## src/verilog/gpc_pkg.sv

```systemverilog
// Purpose: shared constants and types of the two-port gpio block
// Assumes: 32-bit ahb-lite register bus, word registers at index * 4
// Notes: register indices are kept as printed; byte address is index * 4
package gpc_pkg;

  // port width and register index width
  localparam int GPC_W = 8;
  localparam int IDX_W = 8;
  localparam int ADDR_LSB = 2;

  // register indices (byte address = index * 4)
  localparam logic [IDX_W-1:0] IDX_B_DATA = 8'h06;
  localparam logic [IDX_W-1:0] IDX_C_DATA = 8'h07;
  localparam logic [IDX_W-1:0] IDX_IRQ_CTRL = 8'h0b;
  localparam logic [IDX_W-1:0] IDX_OPTION = 8'h81;
  localparam logic [IDX_W-1:0] IDX_B_DIR = 8'h86;
  localparam logic [IDX_W-1:0] IDX_C_DIR = 8'h87;

  // reset values
  localparam logic [GPC_W-1:0] DIR_RST = 8'hff;
  localparam logic [GPC_W-1:0] OPTION_RST = 8'hff;
  localparam logic [GPC_W-1:0] LATCH_POR = 8'h00;
  localparam logic [GPC_W-1:0] READ_ZERO = 8'h00;

  // field positions
  localparam int OPT_PULLUP_N_BIT = 7;
  localparam int ICR_GIE_BIT = 7;
  localparam int ICR_CIE_BIT = 3;
  localparam int ICR_FLAG_BIT = 0;
  localparam int WATCH_LO = 4;
  localparam int WATCH_HI = 7;
  localparam int WATCH_W = WATCH_HI - WATCH_LO + 1;

  // ahb-lite encodings
  localparam int HTRANS_ACTIVE_BIT = 1;
  localparam logic HRESP_OKAY = 1'b0;
  localparam logic [23:0] HRDATA_PAD = 24'h000000;

  // drive of one port towards its pads
  typedef struct packed {
    logic [GPC_W-1:0] level;
    logic [GPC_W-1:0] enable;
  } gpc_drive_t;

  // captured address phase
  typedef struct packed {
    logic [IDX_W-1:0] idx;
    logic write;
  } gpc_req_t;

  // bus data-phase states
  typedef enum logic [1:0] {
    ST_IDLE,
    ST_WRITE,
    ST_READ_WAIT,
    ST_READ_DONE
  } gpc_phase_t;

  // word address to register index
  function automatic logic [IDX_W-1:0] gpc_index(input logic [31:0] addr);
    return addr[ADDR_LSB +: IDX_W];
  endfunction

endpackage

```

## src/verilog/gpc_port.sv

```systemverilog
// Purpose: one parallel port: output latch and direction register
// Assumes: strobes are single-cycle, write data valid with the strobe
// Notes: latch is cleared only by power-on, never by other resets
`timescale 1ns/1ps
module gpc_port import gpc_pkg::*; #(
  parameter int WIDTH = 8
) (
  input wire logic clk,
  input wire logic nrst,
  input wire logic por_n,
  input wire logic wr_data,
  input wire logic wr_dir,
  input wire logic [WIDTH-1:0] wdata,
  output gpc_drive_t drive,
  output logic [WIDTH-1:0] dir
);

  // the drive struct is fixed at the package width
  if (WIDTH != GPC_W) begin
    // refused at elaboration, not at run time
    $error("gpc_port: WIDTH must equal GPC_W");
  end

  logic [WIDTH-1:0] latch; // output data latch

  // latch keeps its content over non-power-on resets
  always_ff @(posedge clk) begin
    if (!por_n) begin
      latch <= LATCH_POR;
    end else if (wr_data) begin
      latch <= wdata; // a write loads the latch, not the pins
    end
  end

  // direction: one means input, every reset makes all pins inputs
  always_ff @(posedge clk) begin
    if (!nrst || !por_n) begin
      dir <= DIR_RST;
    end else if (wr_dir) begin
      dir <= wdata;
    end
  end

  // a set direction bit floats the driver, clear drives the latch
  assign drive.level = latch;
  assign drive.enable = ~dir;

endmodule

```

## src/verilog/gpc_top.sv

```systemverilog
// Purpose: two gpio ports with change detection behind ahb-lite
// Assumes: pins synchronous to SYS_CLK, POR_N low with NRST at power-on
// Notes: writes zero wait, reads one wait state, response always okay
//
// Notes on behaviour
// - port b: eight pins, each with direction bit
// - direction one floats pin, zero drives latch
// - port b read gives pins, write loads latch
// - writes sample pins first, then store latch
// - pull-ups on while option bit 7 clear
// - output pins never get a pull-up
// - pull-ups off after power-on reset
// - only upper four input pins watched
// - mismatch with value sampled at last port b access sets flag
// - persisting mismatch keeps setting the flag
// - port b access refreshes reference; software clears flag
// - change during a read may be missed
// - port c: eight pins, own direction register
// - port c: same direction, read, write behaviour
`timescale 1ns/1ps
module gpc_top import gpc_pkg::*; #(
  parameter int WIDTH = 8
) (
  input wire logic SYS_CLK,
  input wire logic NRST,
  input wire logic POR_N,
  input wire logic HSEL,
  input wire logic [31:0] HADDR,
  input wire logic [1:0] HTRANS,
  input wire logic HWRITE,
  input wire logic [2:0] HSIZE,
  input wire logic [31:0] HWDATA,
  input wire logic HREADY,
  output logic [31:0] HRDATA,
  output logic HREADYOUT,
  output logic HRESP,
  input wire logic [WIDTH-1:0] GPIO_B_IN,
  output logic [WIDTH-1:0] GPIO_B_OUT,
  output logic [WIDTH-1:0] GPIO_B_OE,
  output logic [WIDTH-1:0] GPIO_B_PULLUP,
  input wire logic [WIDTH-1:0] GPIO_C_IN,
  output logic [WIDTH-1:0] GPIO_C_OUT,
  output logic [WIDTH-1:0] GPIO_C_OE,
  output logic CHANGE_IRQ
);

  // register fields are fixed at the package width
  if (WIDTH != GPC_W) begin
    // refused at elaboration, not at run time
    $error("gpc_top: WIDTH must equal GPC_W");
  end

  // bus state
  gpc_phase_t phase; // current data phase
  gpc_phase_t next_phase; // data phase after this edge
  gpc_req_t req; // address phase held for the data phase
  logic accept; // address phase taken at this edge

  // register state
  logic [WIDTH-1:0] option; // pull-up option, only bit 7 used
  logic global_irq_enable; // master interrupt gate
  logic change_irq_enable; // change interrupt gate
  logic change_irq_flag; // sticky change flag
  logic [WATCH_W-1:0] change_ref; // pins seen at last port b access
  logic [WATCH_W-1:0] mismatch; // per-pin change indication
  logic [WIDTH-1:0] rd_value; // selected register for a read

  // port views
  gpc_drive_t drive_b; // port b pad drive
  gpc_drive_t drive_c; // port c pad drive
  logic [WIDTH-1:0] dir_b; // port b direction
  logic [WIDTH-1:0] dir_c; // port c direction

  // write strobes, all in the write data phase
  logic wr_b_data;
  logic wr_c_data;
  logic wr_b_dir;
  logic wr_c_dir;
  logic wr_option;
  logic wr_irq_ctrl;
  logic rd_b_data; // port b read sampled this edge

  // bus handshake
  // one slave, so hreadyout returns as the bus hready
  // ahb size is ignored: only whole-word transfers are expected
  assign accept = HSEL && HTRANS[HTRANS_ACTIVE_BIT] && HREADY;
  assign HREADYOUT = (phase != ST_READ_WAIT);
  assign HRESP = HRESP_OKAY;

  // data-phase sequencing
  always_comb begin
    next_phase = ST_IDLE;
    if (phase == ST_READ_WAIT) begin
      // the wait lets a previous write land before sampling
      next_phase = ST_READ_DONE;
    end else if (accept) begin
      next_phase = HWRITE ? ST_WRITE : ST_READ_WAIT;
    end
  end

  // phase register
  always_ff @(posedge SYS_CLK) begin
    if (!NRST) begin
      phase <= ST_IDLE;
    end else begin
      phase <= next_phase;
    end
  end

  // address phase capture
  always_ff @(posedge SYS_CLK) begin
    if (!NRST) begin
      req <= '0;
    end else if (accept) begin
      req.idx <= gpc_index(HADDR);
      req.write <= HWRITE;
    end
  end

  // write decode: unmapped indices simply store nothing
  assign wr_b_data = (phase == ST_WRITE) && (req.idx == IDX_B_DATA);
  assign wr_c_data = (phase == ST_WRITE) && (req.idx == IDX_C_DATA);
  assign wr_b_dir = (phase == ST_WRITE) && (req.idx == IDX_B_DIR);
  assign wr_c_dir = (phase == ST_WRITE) && (req.idx == IDX_C_DIR);
  assign wr_option = (phase == ST_WRITE) && (req.idx == IDX_OPTION);
  assign wr_irq_ctrl = (phase == ST_WRITE) && (req.idx == IDX_IRQ_CTRL);
  assign rd_b_data = (phase == ST_READ_WAIT) && (req.idx == IDX_B_DATA);

  // ports
  // both ports take the low byte of the write data
  // the bus writes whole bytes, so the modify step of read-modify-write
  // is done by software; the pins are still sampled on the write
  gpc_port #(.WIDTH(WIDTH)) u_port_b (
    .clk(SYS_CLK),
    .nrst(NRST),
    .por_n(POR_N),
    .wr_data(wr_b_data),
    .wr_dir(wr_b_dir),
    .wdata(HWDATA[WIDTH-1:0]),
    .drive(drive_b),
    .dir(dir_b)
  );

  gpc_port #(.WIDTH(WIDTH)) u_port_c (
    .clk(SYS_CLK),
    .nrst(NRST),
    .por_n(POR_N),
    .wr_data(wr_c_data),
    .wr_dir(wr_c_dir),
    .wdata(HWDATA[WIDTH-1:0]),
    .drive(drive_c),
    .dir(dir_c)
  );

  // pad outputs
  assign GPIO_B_OUT = drive_b.level;
  assign GPIO_B_OE = drive_b.enable;
  assign GPIO_C_OUT = drive_c.level;
  assign GPIO_C_OE = drive_c.enable;

  // pull-ups: shared active-low enable, gated off on outputs
  assign GPIO_B_PULLUP = {WIDTH{~option[OPT_PULLUP_N_BIT]}}
                         & dir_b;

  // option register, all ones after any reset
  always_ff @(posedge SYS_CLK) begin
    if (!NRST || !POR_N) begin
      option <= OPTION_RST; // pull-ups start off
    end else if (wr_option) begin
      option <= HWDATA[WIDTH-1:0];
    end
  end

  // change detection
  // only the upper four port b pins are watched
  // outputs among the watched pins never compare
  assign mismatch = (GPIO_B_IN[WATCH_HI:WATCH_LO] ^ change_ref)
                    & ~drive_b.enable[WATCH_HI:WATCH_LO];

  // reference follows every port b read or write; the read samples
  // the same pins it returns, so a change in that cycle may be lost
  always_ff @(posedge SYS_CLK) begin
    if (!NRST) begin
      change_ref <= '0;
    end else if (rd_b_data || wr_b_data) begin
      change_ref <= GPIO_B_IN[WATCH_HI:WATCH_LO];
    end
  end

  // sticky flag: a live mismatch beats a software clear
  always_ff @(posedge SYS_CLK) begin
    if (!NRST) begin
      change_irq_flag <= 1'b0;
    end else if (|mismatch) begin
      change_irq_flag <= 1'b1;
    end else if (wr_irq_ctrl) begin
      // software may only clear, never set
      change_irq_flag <= change_irq_flag & HWDATA[ICR_FLAG_BIT];
    end
  end

  // interrupt enables
  always_ff @(posedge SYS_CLK) begin
    if (!NRST) begin
      global_irq_enable <= 1'b0;
      change_irq_enable <= 1'b0;
    end else if (wr_irq_ctrl) begin
      global_irq_enable <= HWDATA[ICR_GIE_BIT];
      change_irq_enable <= HWDATA[ICR_CIE_BIT];
    end
  end

  // request needs the flag and both enables
  assign CHANGE_IRQ = change_irq_flag && change_irq_enable
                      && global_irq_enable;

  // read path
  // a read is answered after one wait state
  // data registers return live pin levels, not the latch
  always_comb begin
    rd_value = READ_ZERO;
    unique case (req.idx)
      IDX_B_DATA: rd_value = GPIO_B_IN;
      IDX_C_DATA: rd_value = GPIO_C_IN;
      IDX_IRQ_CTRL: begin
        rd_value[ICR_GIE_BIT] = global_irq_enable;
        rd_value[ICR_CIE_BIT] = change_irq_enable;
        rd_value[ICR_FLAG_BIT] = change_irq_flag;
      end
      IDX_OPTION: rd_value = option;
      IDX_B_DIR: rd_value = dir_b;
      IDX_C_DIR: rd_value = dir_c;
      default: rd_value = READ_ZERO; // unmapped reads as zero
    endcase
  end

  // read data is registered at the end of the wait cycle
  always_ff @(posedge SYS_CLK) begin
    if (!NRST) begin
      HRDATA <= '0;
    end else if (phase == ST_READ_WAIT) begin
      HRDATA <= {HRDATA_PAD, rd_value};
    end
  end

  // checks
  // assertions on what the block itself drives
  a_dir_reset: assert property (
    @(posedge SYS_CLK) !NRST |=> (dir_b == DIR_RST) && (dir_c == DIR_RST))
    else $error("direction not all inputs after reset");

  a_dir_drive: assert property (
    @(posedge SYS_CLK) disable iff (!NRST || !POR_N)
    wr_b_dir |=> GPIO_B_OE == ~$past(HWDATA[WIDTH-1:0]))
    else $error("port b enable does not follow direction write");

  a_latch_write: assert property (
    @(posedge SYS_CLK) disable iff (!NRST || !POR_N)
    wr_b_data |=> GPIO_B_OUT == $past(HWDATA[WIDTH-1:0]))
    else $error("port b latch not loaded by write");

  a_c_latch: assert property (
    @(posedge SYS_CLK) disable iff (!NRST || !POR_N)
    wr_c_data |=> GPIO_C_OUT == $past(HWDATA[WIDTH-1:0]))
    else $error("port c latch not loaded by write");

  a_read_pins: assert property (
    @(posedge SYS_CLK) disable iff (!NRST)
    rd_b_data |=> HREADYOUT && HRDATA[WIDTH-1:0] == $past(GPIO_B_IN))
    else $error("port b read does not return pin levels");

  a_read_wait: assert property (
    @(posedge SYS_CLK) disable iff (!NRST)
    (accept && !HWRITE) |=> !HREADYOUT ##1 HREADYOUT)
    else $error("read wait state wrong");

  a_pullup_off: assert property (
    @(posedge SYS_CLK) (GPIO_B_PULLUP & GPIO_B_OE) == '0)
    else $error("pull-up active on an output pin");

  a_pullup_cmd: assert property (
    @(posedge SYS_CLK) disable iff (!NRST || !POR_N)
    (wr_option && !HWDATA[OPT_PULLUP_N_BIT]) |=> GPIO_B_PULLUP == dir_b)
    else $error("pull-ups not enabled by cleared control bit");

  a_pullup_por: assert property (
    @(posedge SYS_CLK) !POR_N |=> GPIO_B_PULLUP == '0)
    else $error("pull-ups on after power-on reset");

  a_change_set: assert property (
    @(posedge SYS_CLK) disable iff (!NRST)
    (|mismatch) |=> change_irq_flag)
    else $error("mismatch did not set change flag");

  a_ref_refresh: assert property (
    @(posedge SYS_CLK) disable iff (!NRST)
    rd_b_data |=> change_ref == $past(GPIO_B_IN[WATCH_HI:WATCH_LO]))
    else $error("reference not refreshed by port b read");

  a_irq_gate: assert property (
    @(posedge SYS_CLK) disable iff (!NRST)
    $rose(CHANGE_IRQ) |-> change_irq_flag && change_irq_enable
    && global_irq_enable && $past(wr_irq_ctrl || |mismatch))
    else $error("interrupt request without its cause");

endmodule

```

## config.mk

```make
export PLATFORM = sky130hd
export DESIGN_NAME = gpc_top
export DESIGN_NICKNAME = d
export VERILOG_FILES = /design/src/verilog/gpc_pkg.sv /design/src/verilog/gpc_port.sv /design/src/verilog/gpc_top.sv
export SDC_FILE = /design/constraint.sdc
export NUM_CORES = 1
export LEC_CHECK = 0
export BUFFER_PORTS_ARGS = -buffer_cell sky130_fd_sc_hd__buf_2
export CAP_MARGIN = 25
export CORE_MARGIN = 1
export CORE_UTILIZATION = 41
export CTS_CLUSTER_SIZE = 40
export DETAILED_ROUTE_END_ITERATION = 10
export GPL_TIMING_DRIVEN = 0
export PLACE_DENSITY = 0.79
export SYNTH_ARGS = -nofsm -noshare
export SYNTH_HDL_FRONTEND = slang
export SYNTH_SLANG_ARGS = --single-unit
```

## constraint.sdc

```tcl
create_clock -name SYS_CLK -period 1.6 [get_ports SYS_CLK]
set_input_delay 0.08 -clock SYS_CLK [delete_from_list [all_inputs] [get_ports SYS_CLK]]
set_output_delay 0.08 -clock SYS_CLK [all_outputs]
set_load 0.05 [all_outputs]
```

==> results of run 1 <==
[placed cells by master, fill, tap and decap left out, types with 4 or more instances in the layout]
master | netlist | routed
o21ai_0 | 11 | 11
buf_2 | 7 | 89
buf_4 | 27 | 35
dfxtp_2 | 0 | 6
a221oi_1 | 5 | 4
a21boi_0 | 9 | 8
nand4b_1 | 4 | 4
mux2i_1 | 53 | 51
xnor2_1 | 4 | 4
nor2b_1 | 24 | 23
conb_1 | 1 | 25
nand3b_1 | 4 | 4
clkbuf_1 | 15 | 9
nand2_1 | 45 | 45
dlygate4sd3_1 | 0 | 7
a21oi_1 | 4 | 4
inv_1 | 19 | 19
o22ai_1 | 7 | 7
clkbuf_8 | 0 | 10
dfxtp_1 | 65 | 58
buf_6 | 1 | 6
nor2_1 | 13 | 13
[worst register-to-register path, cell delays in order, from the launching register on]
cell and delay, ns:
dfxtp_2 0.33, buf_6 0.13, nor4b_2 0.39, and2_0 0.21, clkbuf_2 0.20, a32oi_1 0.08
a31oi_1 0.20
[state kept, by name, summed over array words and instances (netlist names), 4 cells and up]
name,flops
HRDATA,8
option,8
req,8
u_port_b.dir,8
u_port_b.latch,8
u_port_c.dir,8
u_port_c.latch,8
change_ref,4
[cell type report]
type / instances / area, µm²
Fill cell: 700 / 3300
Clock buffer: 11 / 141
Buffer: 47 / 365
Tap cell: 102 / 128
Inverter: 19 / 71.3
Sequential cell: 65 / 1310
Timing Repair Buffer: 102 / 561
Multi-Input combinational cell: 247 / 1730
Clock inverter: 5 / 78.8
[worst max-delay path by stage]
stage | start | to | slack [ns] | cells after the start
2_1_floorplan | req[2] | change_irq_flag | 0.02 | 5
3_3_place_gp | req[2] | change_irq_flag | -0.24 | 5
3_5_place_dp | req[1] | HRDATA[4] | -0.27 | 6
4_1_cts | phase[1] | u_port_c.latch[1] | 0.007 | 5
5_1_grt | req[7] | u_port_b.latch[3] | -0.11 | 5
6_report | req[5] | HRDATA[3] | -0.01 | 6
[where the power goes]
group          switching, mW  internal (mW)
clock network          0.629          0.917
logic                  0.312          0.180
registers             0.0188           1.64
[cells by family (layout without fill, tap and decap cells)]
| logic type | Yosys count | count (layout) | share of synthesized area (%) |
|---|---|---|---|
| AOI/OAI and AO/OA | 49 | 49 | 10.3 |
| xor gates and xnor gates | 5 | 5 | 1.35 |
| buffers and inverters | 69 | 184 | 11.6 |
| DFF | 65 | 65 | 40.0 |
| muxes | 54 | 54 | 16.7 |
| other | 1 | 25 | 0.115 |
| and+or+nand+nor | 114 | 114 | 20.0 |
[routing by layer]
metal  up-vias  GRT usage, %  share of wire (%)
met5         -             0                  0
met4         0          11.9                2.6
met3        24          5.03                8.2
met2       141          34.0                 46
met1      1364          25.4                 43
li1       1434             -                  -
[timing repair]
item | CTS | global route
resized for setup | 23 | 32
gates cloned | 0 | 1
hold buffers | 7 | 0
pin swaps | 5 | 4
endpoints found under the hold margin | 7 | 0
setup buffers | 2 | 4
setup endpoints to repair | 46 | 55
[metrics by stage]
step / power [mW] / setup TNS [ns] / utilization (%) / hold slack, ns
after global placement: 2.13 / -2.37 / 50.9 / 0.338
final: 3.69 / -0.0117 / 57.1 / 0.0187
after floorplan: 2.02 / 0 / - / 0.205
after CTS: 3.69 / 0 / 55.7 / 0.00985
after detailed placement: 2.14 / -4.25 / 50.9 / 0.345
after global routing: 3.82 / -1.58 / 57.1 / 0.0249
==> run_results.csv, run 1 <==
group,metric,value,unit
timing,finalHoldViolCount,0,
global_route,grt_max_degree,12,
finish,final_cells,598,
floorplan,num_rows,32,
synth,synth_flop_cell,"dfxtp_1",
clocking,ctsHtreeMaxLevel,3,
global_route,grt_pass1_wl,13700,µm
pwr,cellPowerDensity,842,nW/µm²
clocking,cts.clk_slew.worst_paths,0.07,ns
setup_path,crit_buf_inv,2,
routing,wirelength,8710,µm
floorplan,die_w,91.1,µm
timing,skew,0.00641,ns
clocking,clk_latency,0.35,ns
routing,vias,2963,
clocking,cts_sinks,65,
min_path,hold_end,"option[6]",
setup_path,path_max_fanout,6,
routing,avgViaCountPerCell,4.95,
routing,drtPass1Iterations,4,
placed_design,placed_cell_area,3910,µm²
pwr,peakVddDrop,0.000574,V
floorplan,fp.dieH,91.1,µm
setup_path,criticalPathCategory,"reg2reg",
routing,drtAntennaViolNets,0,
run_status,violations,"setup timing",
min_path,hold-path-cell-count,3,
setup_path,required,1.87,ns
run_status,status,"finished, violations left",
placed_design,place_ws,-0.273,ns
synth,synth_common_cells,"dfxtp_1 (65), mux2i_1 (53), nand2_1 (45)",
setup_path,reg2reg_from,"req[5]",
synth,yosys_warnings,0,
global_route,overflow,0,
setup_path,end_kind,"flip-flop",
min_path,worstHoldStart,"HWDATA[6]",
finish,fin_area,4390,µm²
timing,fin_crit_sh,101,%
finish,diodes,0,
timing,rsz0062_at_grt,"true",
synth,yosysSeqAreaShare,40.0,%
pwr,p_leak,2.24,nW
synth,yosysMostFrequentCell,"dfxtp_1",
finish,area_growth,34.9,%
timing,fin_ws,-0.00985,ns
synth,syn_area,3250,µm²
flow_run,drv_cap,0,
global_route,track_usage,21.0,%
floorplan,initial_core_util,42.3,%
synth,synth-seq-cells,65,
timing,min_period,1.61,ns
timing,worstMarginPinSlew,0.502,ns
synth,async_reset_ff_share,0,%
routing,wl_per_cell,14.6,µm
floorplan,dieArea,8290,µm²
setup_path,crit_arrival,1.88,ns
timing,max_slew_margin,66.5,%
clocking,cts_tree,"yes",
synth,ys_types,45,
global_route,antenna_found_initial,0,
floorplan,core,7690,µm²
placed_design,dp.cells,571,
floorplan,ioPinCount,166,
setup_path,r2r_cells,6,
synth,synth_top_cells_by_area,"dfxtp_1 (40%), mux2i_1 (16%), buf_4 (6.2%)",
synth,synth_edf_count,0,
setup_path,slowest_stage,"nor4b_2",
synth,netlist_instances,357,
placed_design,portBuffers,88,
setup_path,critPathLaunchType,"flip-flop",
timing,clock.fmax,621,MHz
clocking,clk_path_buf_depth,2,
synth,postSynthAreaPerCell,9.11,µm²
setup_path,r2r-end,"HRDATA[3]",
synth,synth_top_area_share,40.0,%
global_route,first_global_vias,2833,
routing,drt-initial-drc-count,230,
setup_path,r2r_slack,-0.01,ns
placed_design,gp_congestion,0.913,
clocking,cts_root_buffer,"clkbuf_8",
clocking,cts_buffers,9,
setup_path,crit_family,"simple AND/OR/NAND/NOR gates",
setup_path,path_cells,"buf_6 > nor4b_2 > and2_0 > clkbuf_2 > a32oi_1 > a31oi_1",
synth,yosysTopAreaCell,"dfxtp_1",
finish,final_layout_size_suffix_gt1_share,35.1,%
routing,drc_errors,0,
timing,finalMaxSlewViolations,0,
min_path,hold_path_class,"in2reg",
setup_path,slowest_delay,0.38,ns
timing,finalSetupViolations,3,
placed_design,hpwl,6170,µm
finish,nets,582,
Power figures use the tool's default switching activity.
==> inputs of run 2 (changes only) <==
--- a/config.mk
+++ b/config.mk
@@ -12,7 +12,9 @@
 export CTS_CLUSTER_SIZE = 40
 export DETAILED_ROUTE_END_ITERATION = 10
 export GPL_TIMING_DRIVEN = 0
+export HOLD_SLACK_MARGIN = 0.15
 export PLACE_DENSITY = 0.79
 export SYNTH_ARGS = -nofsm -noshare
 export SYNTH_HDL_FRONTEND = slang
 export SYNTH_SLANG_ARGS = --single-unit
+export TNS_END_PERCENT = 10
==> run 2 against run 1 <==
Against the previous run: the flow still finishes with violations (setup timing); final area grew 3.2%; clock power is essentially flat; final cell count grew 2.7%; non-clock buffer count grew 16; via count grew 2.5%; critical path type unchanged; critical endpoint is now HRDATA[0].
==> run_results.csv, run 2 (synthesized netlist as in run 1, its figures left out) <==
group,metric,value,unit
setup_path,end_kind,"flip-flop",
floorplan,initial_core_util,42.3,%
clocking,ctsHtreeMaxLevel,3,
run_status,status,"finished, violations left",
pwr,p_switching,0.968,mW
floorplan,num_rows,32,
global_route,overflow,0,
clocking,clk_path_buf_depth,2,
finish,fin_area,4530,µm²
routing,vias,3037,
timing,fin_crit_sh,104,%
clocking,cts_tree,"yes",
routing,drt-initial-drc-count,217,
routing,drc_errors,0,
clocking,cts.clk_slew.worst_paths,0.07,ns
global_route,track_usage,21.6,%
global_route,grt_max_degree,12,
clocking,cts_sinks,65,
pwr,p_int,2.76,mW
setup_path,criticalPathCategory,"reg2reg",
floorplan,dieArea,8290,µm²
pwr,seq_power_share,44.4,%
finish,nets,598,
timing,skew,0.00917,ns
routing,drtAntennaViolNets,0,
timing,finalHoldViolCount,0,
placed_design,gp_congestion,0.913,
global_route,grt_pass1_wl,14200,µm
finish,area_growth,39.2,%
setup_path,crit_arrival,1.93,ns
timing,fin_ws,-0.0587,ns
routing,avgViaCountPerCell,4.95,
finish,diodes,0,
finish,ff_latch_area,1310,µm²
timing,finalMaxSlewViolations,0,
floorplan,fp.dieH,91.1,µm
pwr,power_frac_clock,41.6,%
timing,rsz0062_at_grt,"true",
global_route,first_global_vias,2925,
clocking,cts_root_buffer,"clkbuf_8",
global_route,antenna_found_initial,0,
routing,drtPass1Iterations,5,
finish,fillers,690,
placed_design,portBuffers,88,
clocking,cts_buffers,9,
routing,wl_per_cell,14.5,µm
min_path,hold_path_class,"in2reg",
pwr,cellPowerDensity,823,nW/µm²
routing,wirelength,8910,µm
pwr,p_leak,2.29,nW
floorplan,die_w,91.1,µm
finish,layout_common_cells,"buf_2 (90), dfxtp_1 (61), mux2i_1 (52)",
setup_path,path_max_fanout,10,
finish,layout_commonest_cell,"buf_2",
pwr,peakVddDrop,0.000576,V
timing,clock.fmax,603,MHz
pwr,switching_share,26.0,%
timing,finalSetupViolations,20,
finish,final_util,58.9,%
pwr,combPwrFrac,14.0,%
run_status,violations,"setup timing",
setup_path,required,1.87,ns
placed_design,placed_cell_area,3910,µm²
clocking,clk_latency,0.35,ns
timing,min_period,1.66,ns
finish,multi_input_area,1720,µm²
flow_run,drv_cap,0,
finish,final_layout_size_suffix_gt1_share,32.0,%
setup_path,critPathLaunchType,"flip-flop",
floorplan,ioPinCount,166,
placed_design,hpwl,6170,µm
floorplan,core,7690,µm²
## run 2: critical path, cell delays in order (launching register included)
cell and delay [ns]:
dfxtp_1 0.33, buf_6 0.15, or4b_4 0.54, buf_6 0.15, o31a_1 0.29, a31oi_1 0.13
## run 2: path summary, 6_finish.rpt
check             slack [ns]        end    startpoint  cells past startpoint
setup / recovery       -0.06  HRDATA[0]        req[5]                      5
hold / removal          0.21  HRDATA[0]  GPIO_B_IN[0]                      4
setup reg to reg       -0.06  HRDATA[0]        req[5]                      5
hold reg to reg         0.49  option[3]     option[3]                      2
## run 2: per-layer routing
metal / track usage [%] / part of all wire [%]
met4: 11.2 / 3.5
met1: 25.8 / 42
met3: 5.19 / 7.2
met5: 0 / 0
met2: 35.7 / 47
## run 2: power by group through the flow
| stage | registers (mW) | logic (mW) | clock network (mW) |
|---|---|---|---|
| final | 1.65 | 0.522 | 1.55 |
| after global routing | 1.65 | 0.553 | 1.65 |
| after CTS | 1.65 | 0.505 | 1.56 |
| after detailed placement | 1.69 | 0.449 | 0 |
| after global placement | 1.69 | 0.444 | 0 |
| after floorplan | 1.71 | 0.306 | 0 |
## run 2: per-stage QoR
step,TNS (ns),hold WS (ns),std cells,power [mW],setup slack (ns)
floorplan,0,0.205,381,2.02,0.0174
global placement,-2.37,0.338,571,2.13,-0.242
detailed placement,-4.25,0.345,571,2.14,-0.273
CTS,-0.0583,0.182,613,3.72,-0.0583
global route,-2.33,0.217,614,3.85,-0.129
finish,-0.541,0.210,614,3.73,-0.0587
## run 2: area by class of cell
cell class              count  area share, %
clock buffers              11           3.12
multi-input cells         247           37.9
clock inverters             5           1.74
plain buffers              49           8.07
well taps                 102           2.82
flip-flops and latches     65           28.9
inverters                  19           1.58
repair buffers            116           15.8
## run 2: what timing repair did
| item | in CTS | in global routing |
|---|---|---|
| resized for setup | 21 | 23 |
| hold buffers | 26 | 0 |
| buffers inserted | 1 | 1 |
| hold endpoints to repair | 58 | 0 |
| gates cloned | 0 | 0 |
| pin swaps | 3 | 6 |
| endpoints found under the setup margin | 46 | 55 |
==> inputs of run 3 (changes only) <==
--- a/config.mk
+++ b/config.mk
@@ -9,6 +9,7 @@
 export CAP_MARGIN = 25
 export CORE_MARGIN = 1
 export CORE_UTILIZATION = 41
+export CTS_BUF_LIST = sky130_fd_sc_hd__clkbuf_16
 export CTS_CLUSTER_SIZE = 40
 export DETAILED_ROUTE_END_ITERATION = 10
 export GPL_TIMING_DRIVEN = 0
==> run 3 against run 2 <==
Against the previous run: the run still ends with setup timing left; sequential share of layout area is 0.66 points lower; sequential power barely moved; die area unchanged; clock-buffer cell count down 2; critical path depth did not move; critical path type unchanged; largest power group is now the clock network.
==> run_results.csv, run 3 (synthesized netlist as in run 1, its figures left out) <==
group,metric,value,unit
finish,layout_common_cells,"buf_2 (88), dfxtp_1 (61), mux2i_1 (50)",
pwr,power_frac_clock,48.1,%
setup_path,critPathLaunchType,"flip-flop",
finish,final_layout_size_suffix_gt1_share,33.2,%
setup_path,criticalPathCategory,"reg2reg",
routing,drc_errors,0,
timing,fin_crit_sh,104,%
pwr,peakVddDrop,0.000658,V
setup_path,r2r-end,"HRDATA[0]",
pwr,switching_share,24.1,%
clocking,cts_sinks,65,
finish,layout_commonest_cell,"buf_2",
setup_path,path_cells,"buf_6 > or4b_4 > buf_6 > o31a_1 > a31oi_1",
placed_design,dp.cells,571,
timing,finalSetupViolations,19,
setup_path,cpMostUsedCell,"buf_6",
setup_path,reg2reg_from,"req[5]",
pwr,seq_power_share,39.4,%
finish,final_util,60.3,%
finish,final_cells,611,
routing,drtPass1Iterations,4,
setup_path,crit_arrival,1.91,ns
placed_design,gp_congestion,0.913,
timing,clock.fmax,602,MHz
floorplan,dieArea,8290,µm²
pwr,combPwrFrac,12.5,%
pwr,p_leak,2.34,nW
routing,vias,3022,
min_path,hold_path_class,"in2reg",
clocking,clk_path_buf_depth,2,
floorplan,initial_core_util,42.3,%
setup_path,end_kind,"flip-flop",
clocking,ctsHtreeMaxLevel,3,
setup_path,critPathLaunch,"req[5]",
setup_path,slowest_delay,0.54,ns
setup_path,required,1.85,ns
routing,wl_per_cell,14.6,µm
placed_design,placed_cell_area,3910,µm²
placed_design,portBuffers,88,
floorplan,num_rows,32,
setup_path,r2r_slack,-0.06,ns
routing,drtAntennaViolNets,0,
run_status,status,"finished, violations left",
global_route,track_usage,22.1,%
floorplan,core,7690,µm²
timing,fin_ws,-0.0615,ns
clocking,clk_latency,0.32,ns
global_route,grt_pass1_wl,14500,µm
placed_design,hpwl,6170,µm
run_status,violations,"setup timing",
setup_path,path_max_fanout,10,
pwr,cellPowerDensity,909,nW/µm²
global_route,grt_max_degree,12,
timing,hold_slack,0.183,ns
setup_path,r2r_cells,5,
placed_design,place_ws,-0.273,ns
timing,skew,0.00334,ns
flow_run,drv_cap,0,
timing,finalMaxSlewViolations,0,
timing,finalHoldViolCount,0,
floorplan,ioPinCount,166,
timing,rsz0062_at_grt,"true",
timing,min_period,1.66,ns
finish,diodes,0,
clocking,cts_buffers,9,
finish,nets,595,
routing,avgViaCountPerCell,4.95,
setup_path,slowest_stage,"or4b_4",
routing,drt-initial-drc-count,192,
floorplan,fp.dieH,91.1,µm
finish,area_growth,42.4,%
finish,fin_area,4630,µm²
pwr,p_int,3.19,mW
global_route,antenna_found_initial,0,
global_route,overflow,0,
floorplan,die_w,91.1,µm
routing,wirelength,8940,µm
clocking,cts.clk_slew.worst_paths,0.05,ns
pwr,p_switching,1.02,mW
clocking,cts_root_buffer,"clkbuf_16",
global_route,first_global_vias,2971,
setup_path,crit_path_end,"HRDATA[0]",
clocking,cts_tree,"yes",
==> run 3: area by class of cell <==
class,count,area (µm²)
fillers,672,3060
multi-input cells,247,1740
flip-flops and latches,65,1310
repair buffers,114,698
plain buffers,48,373
clock buffers,9,225
well taps,102,128
clock inverters,7,86.3
inverters,19,71.3
==> run 3: metrics by stage <==
step / total power [mW] / setup TNS [ns]
6_report: 4.21 / -0.216
5_1_grt: 4.35 / -1.86
4_1_cts: 4.21 / -0.0543
3_5_place_dp: 2.14 / -4.25
3_3_place_gp: 2.13 / -2.37
2_1_floorplan: 2.02 / 0
==> run 3: worst max-delay path, delay by kind of cell, from the launching register on <==
family	cells	cell delay, ns
AOI/OAI and AO/OA	2	0.43
and+or+nand+nor	1	0.54
DFF	1	0.32
buffers and inverters	2	0.30
==> run 3: repair_timing <==
action                                  4_1_cts  5_1_grt
hold buffers                                 25        0
hold endpoints to repair                     57        0
buffers inserted                              1        0
resized for setup                            23       34
endpoints found under the setup margin       46       55
pin swaps                                     3        4
==> run 3: how the worst min path moves through the flow <==
stage,to,cells after the start,slack (ns),start
2_1_floorplan,option[1],2,0.21,HWDATA[1]
3_3_place_gp,req[4],3,0.34,HADDR[5]
4_1_cts,HRDATA[0],5,0.16,GPIO_C_IN[0]
3_5_place_dp,req[3],3,0.35,HADDR[4]
6_report,HRDATA[0],5,0.18,GPIO_C_IN[0]
5_1_grt,HRDATA[0],5,0.17,GPIO_C_IN[0]
==> run 3: layer usage <==
| metal | track usage [%] | vias to the layer above | wire [µm] |
|---|---|---|---|
| met5 | 0 | - | 0 |
| met3 | 4.77 | 24 | 604 |
| met4 | 9.92 | 0 | 257 |
| li1 | - | 1462 | - |
| met2 | 37.7 | 133 | 4210 |
| met1 | 26.4 | 1403 | 3860 |
==> run 3: power groups by stage <==
stage	Combinational (mW)	Clock [mW]	Sequential (mW)
after floorplan	0.306	0	1.71
after global placement	0.444	0	1.69
after CTS	0.506	2.04	1.66
final	0.527	2.02	1.66
after global routing	0.556	2.14	1.66
after detailed placement	0.449	0	1.69
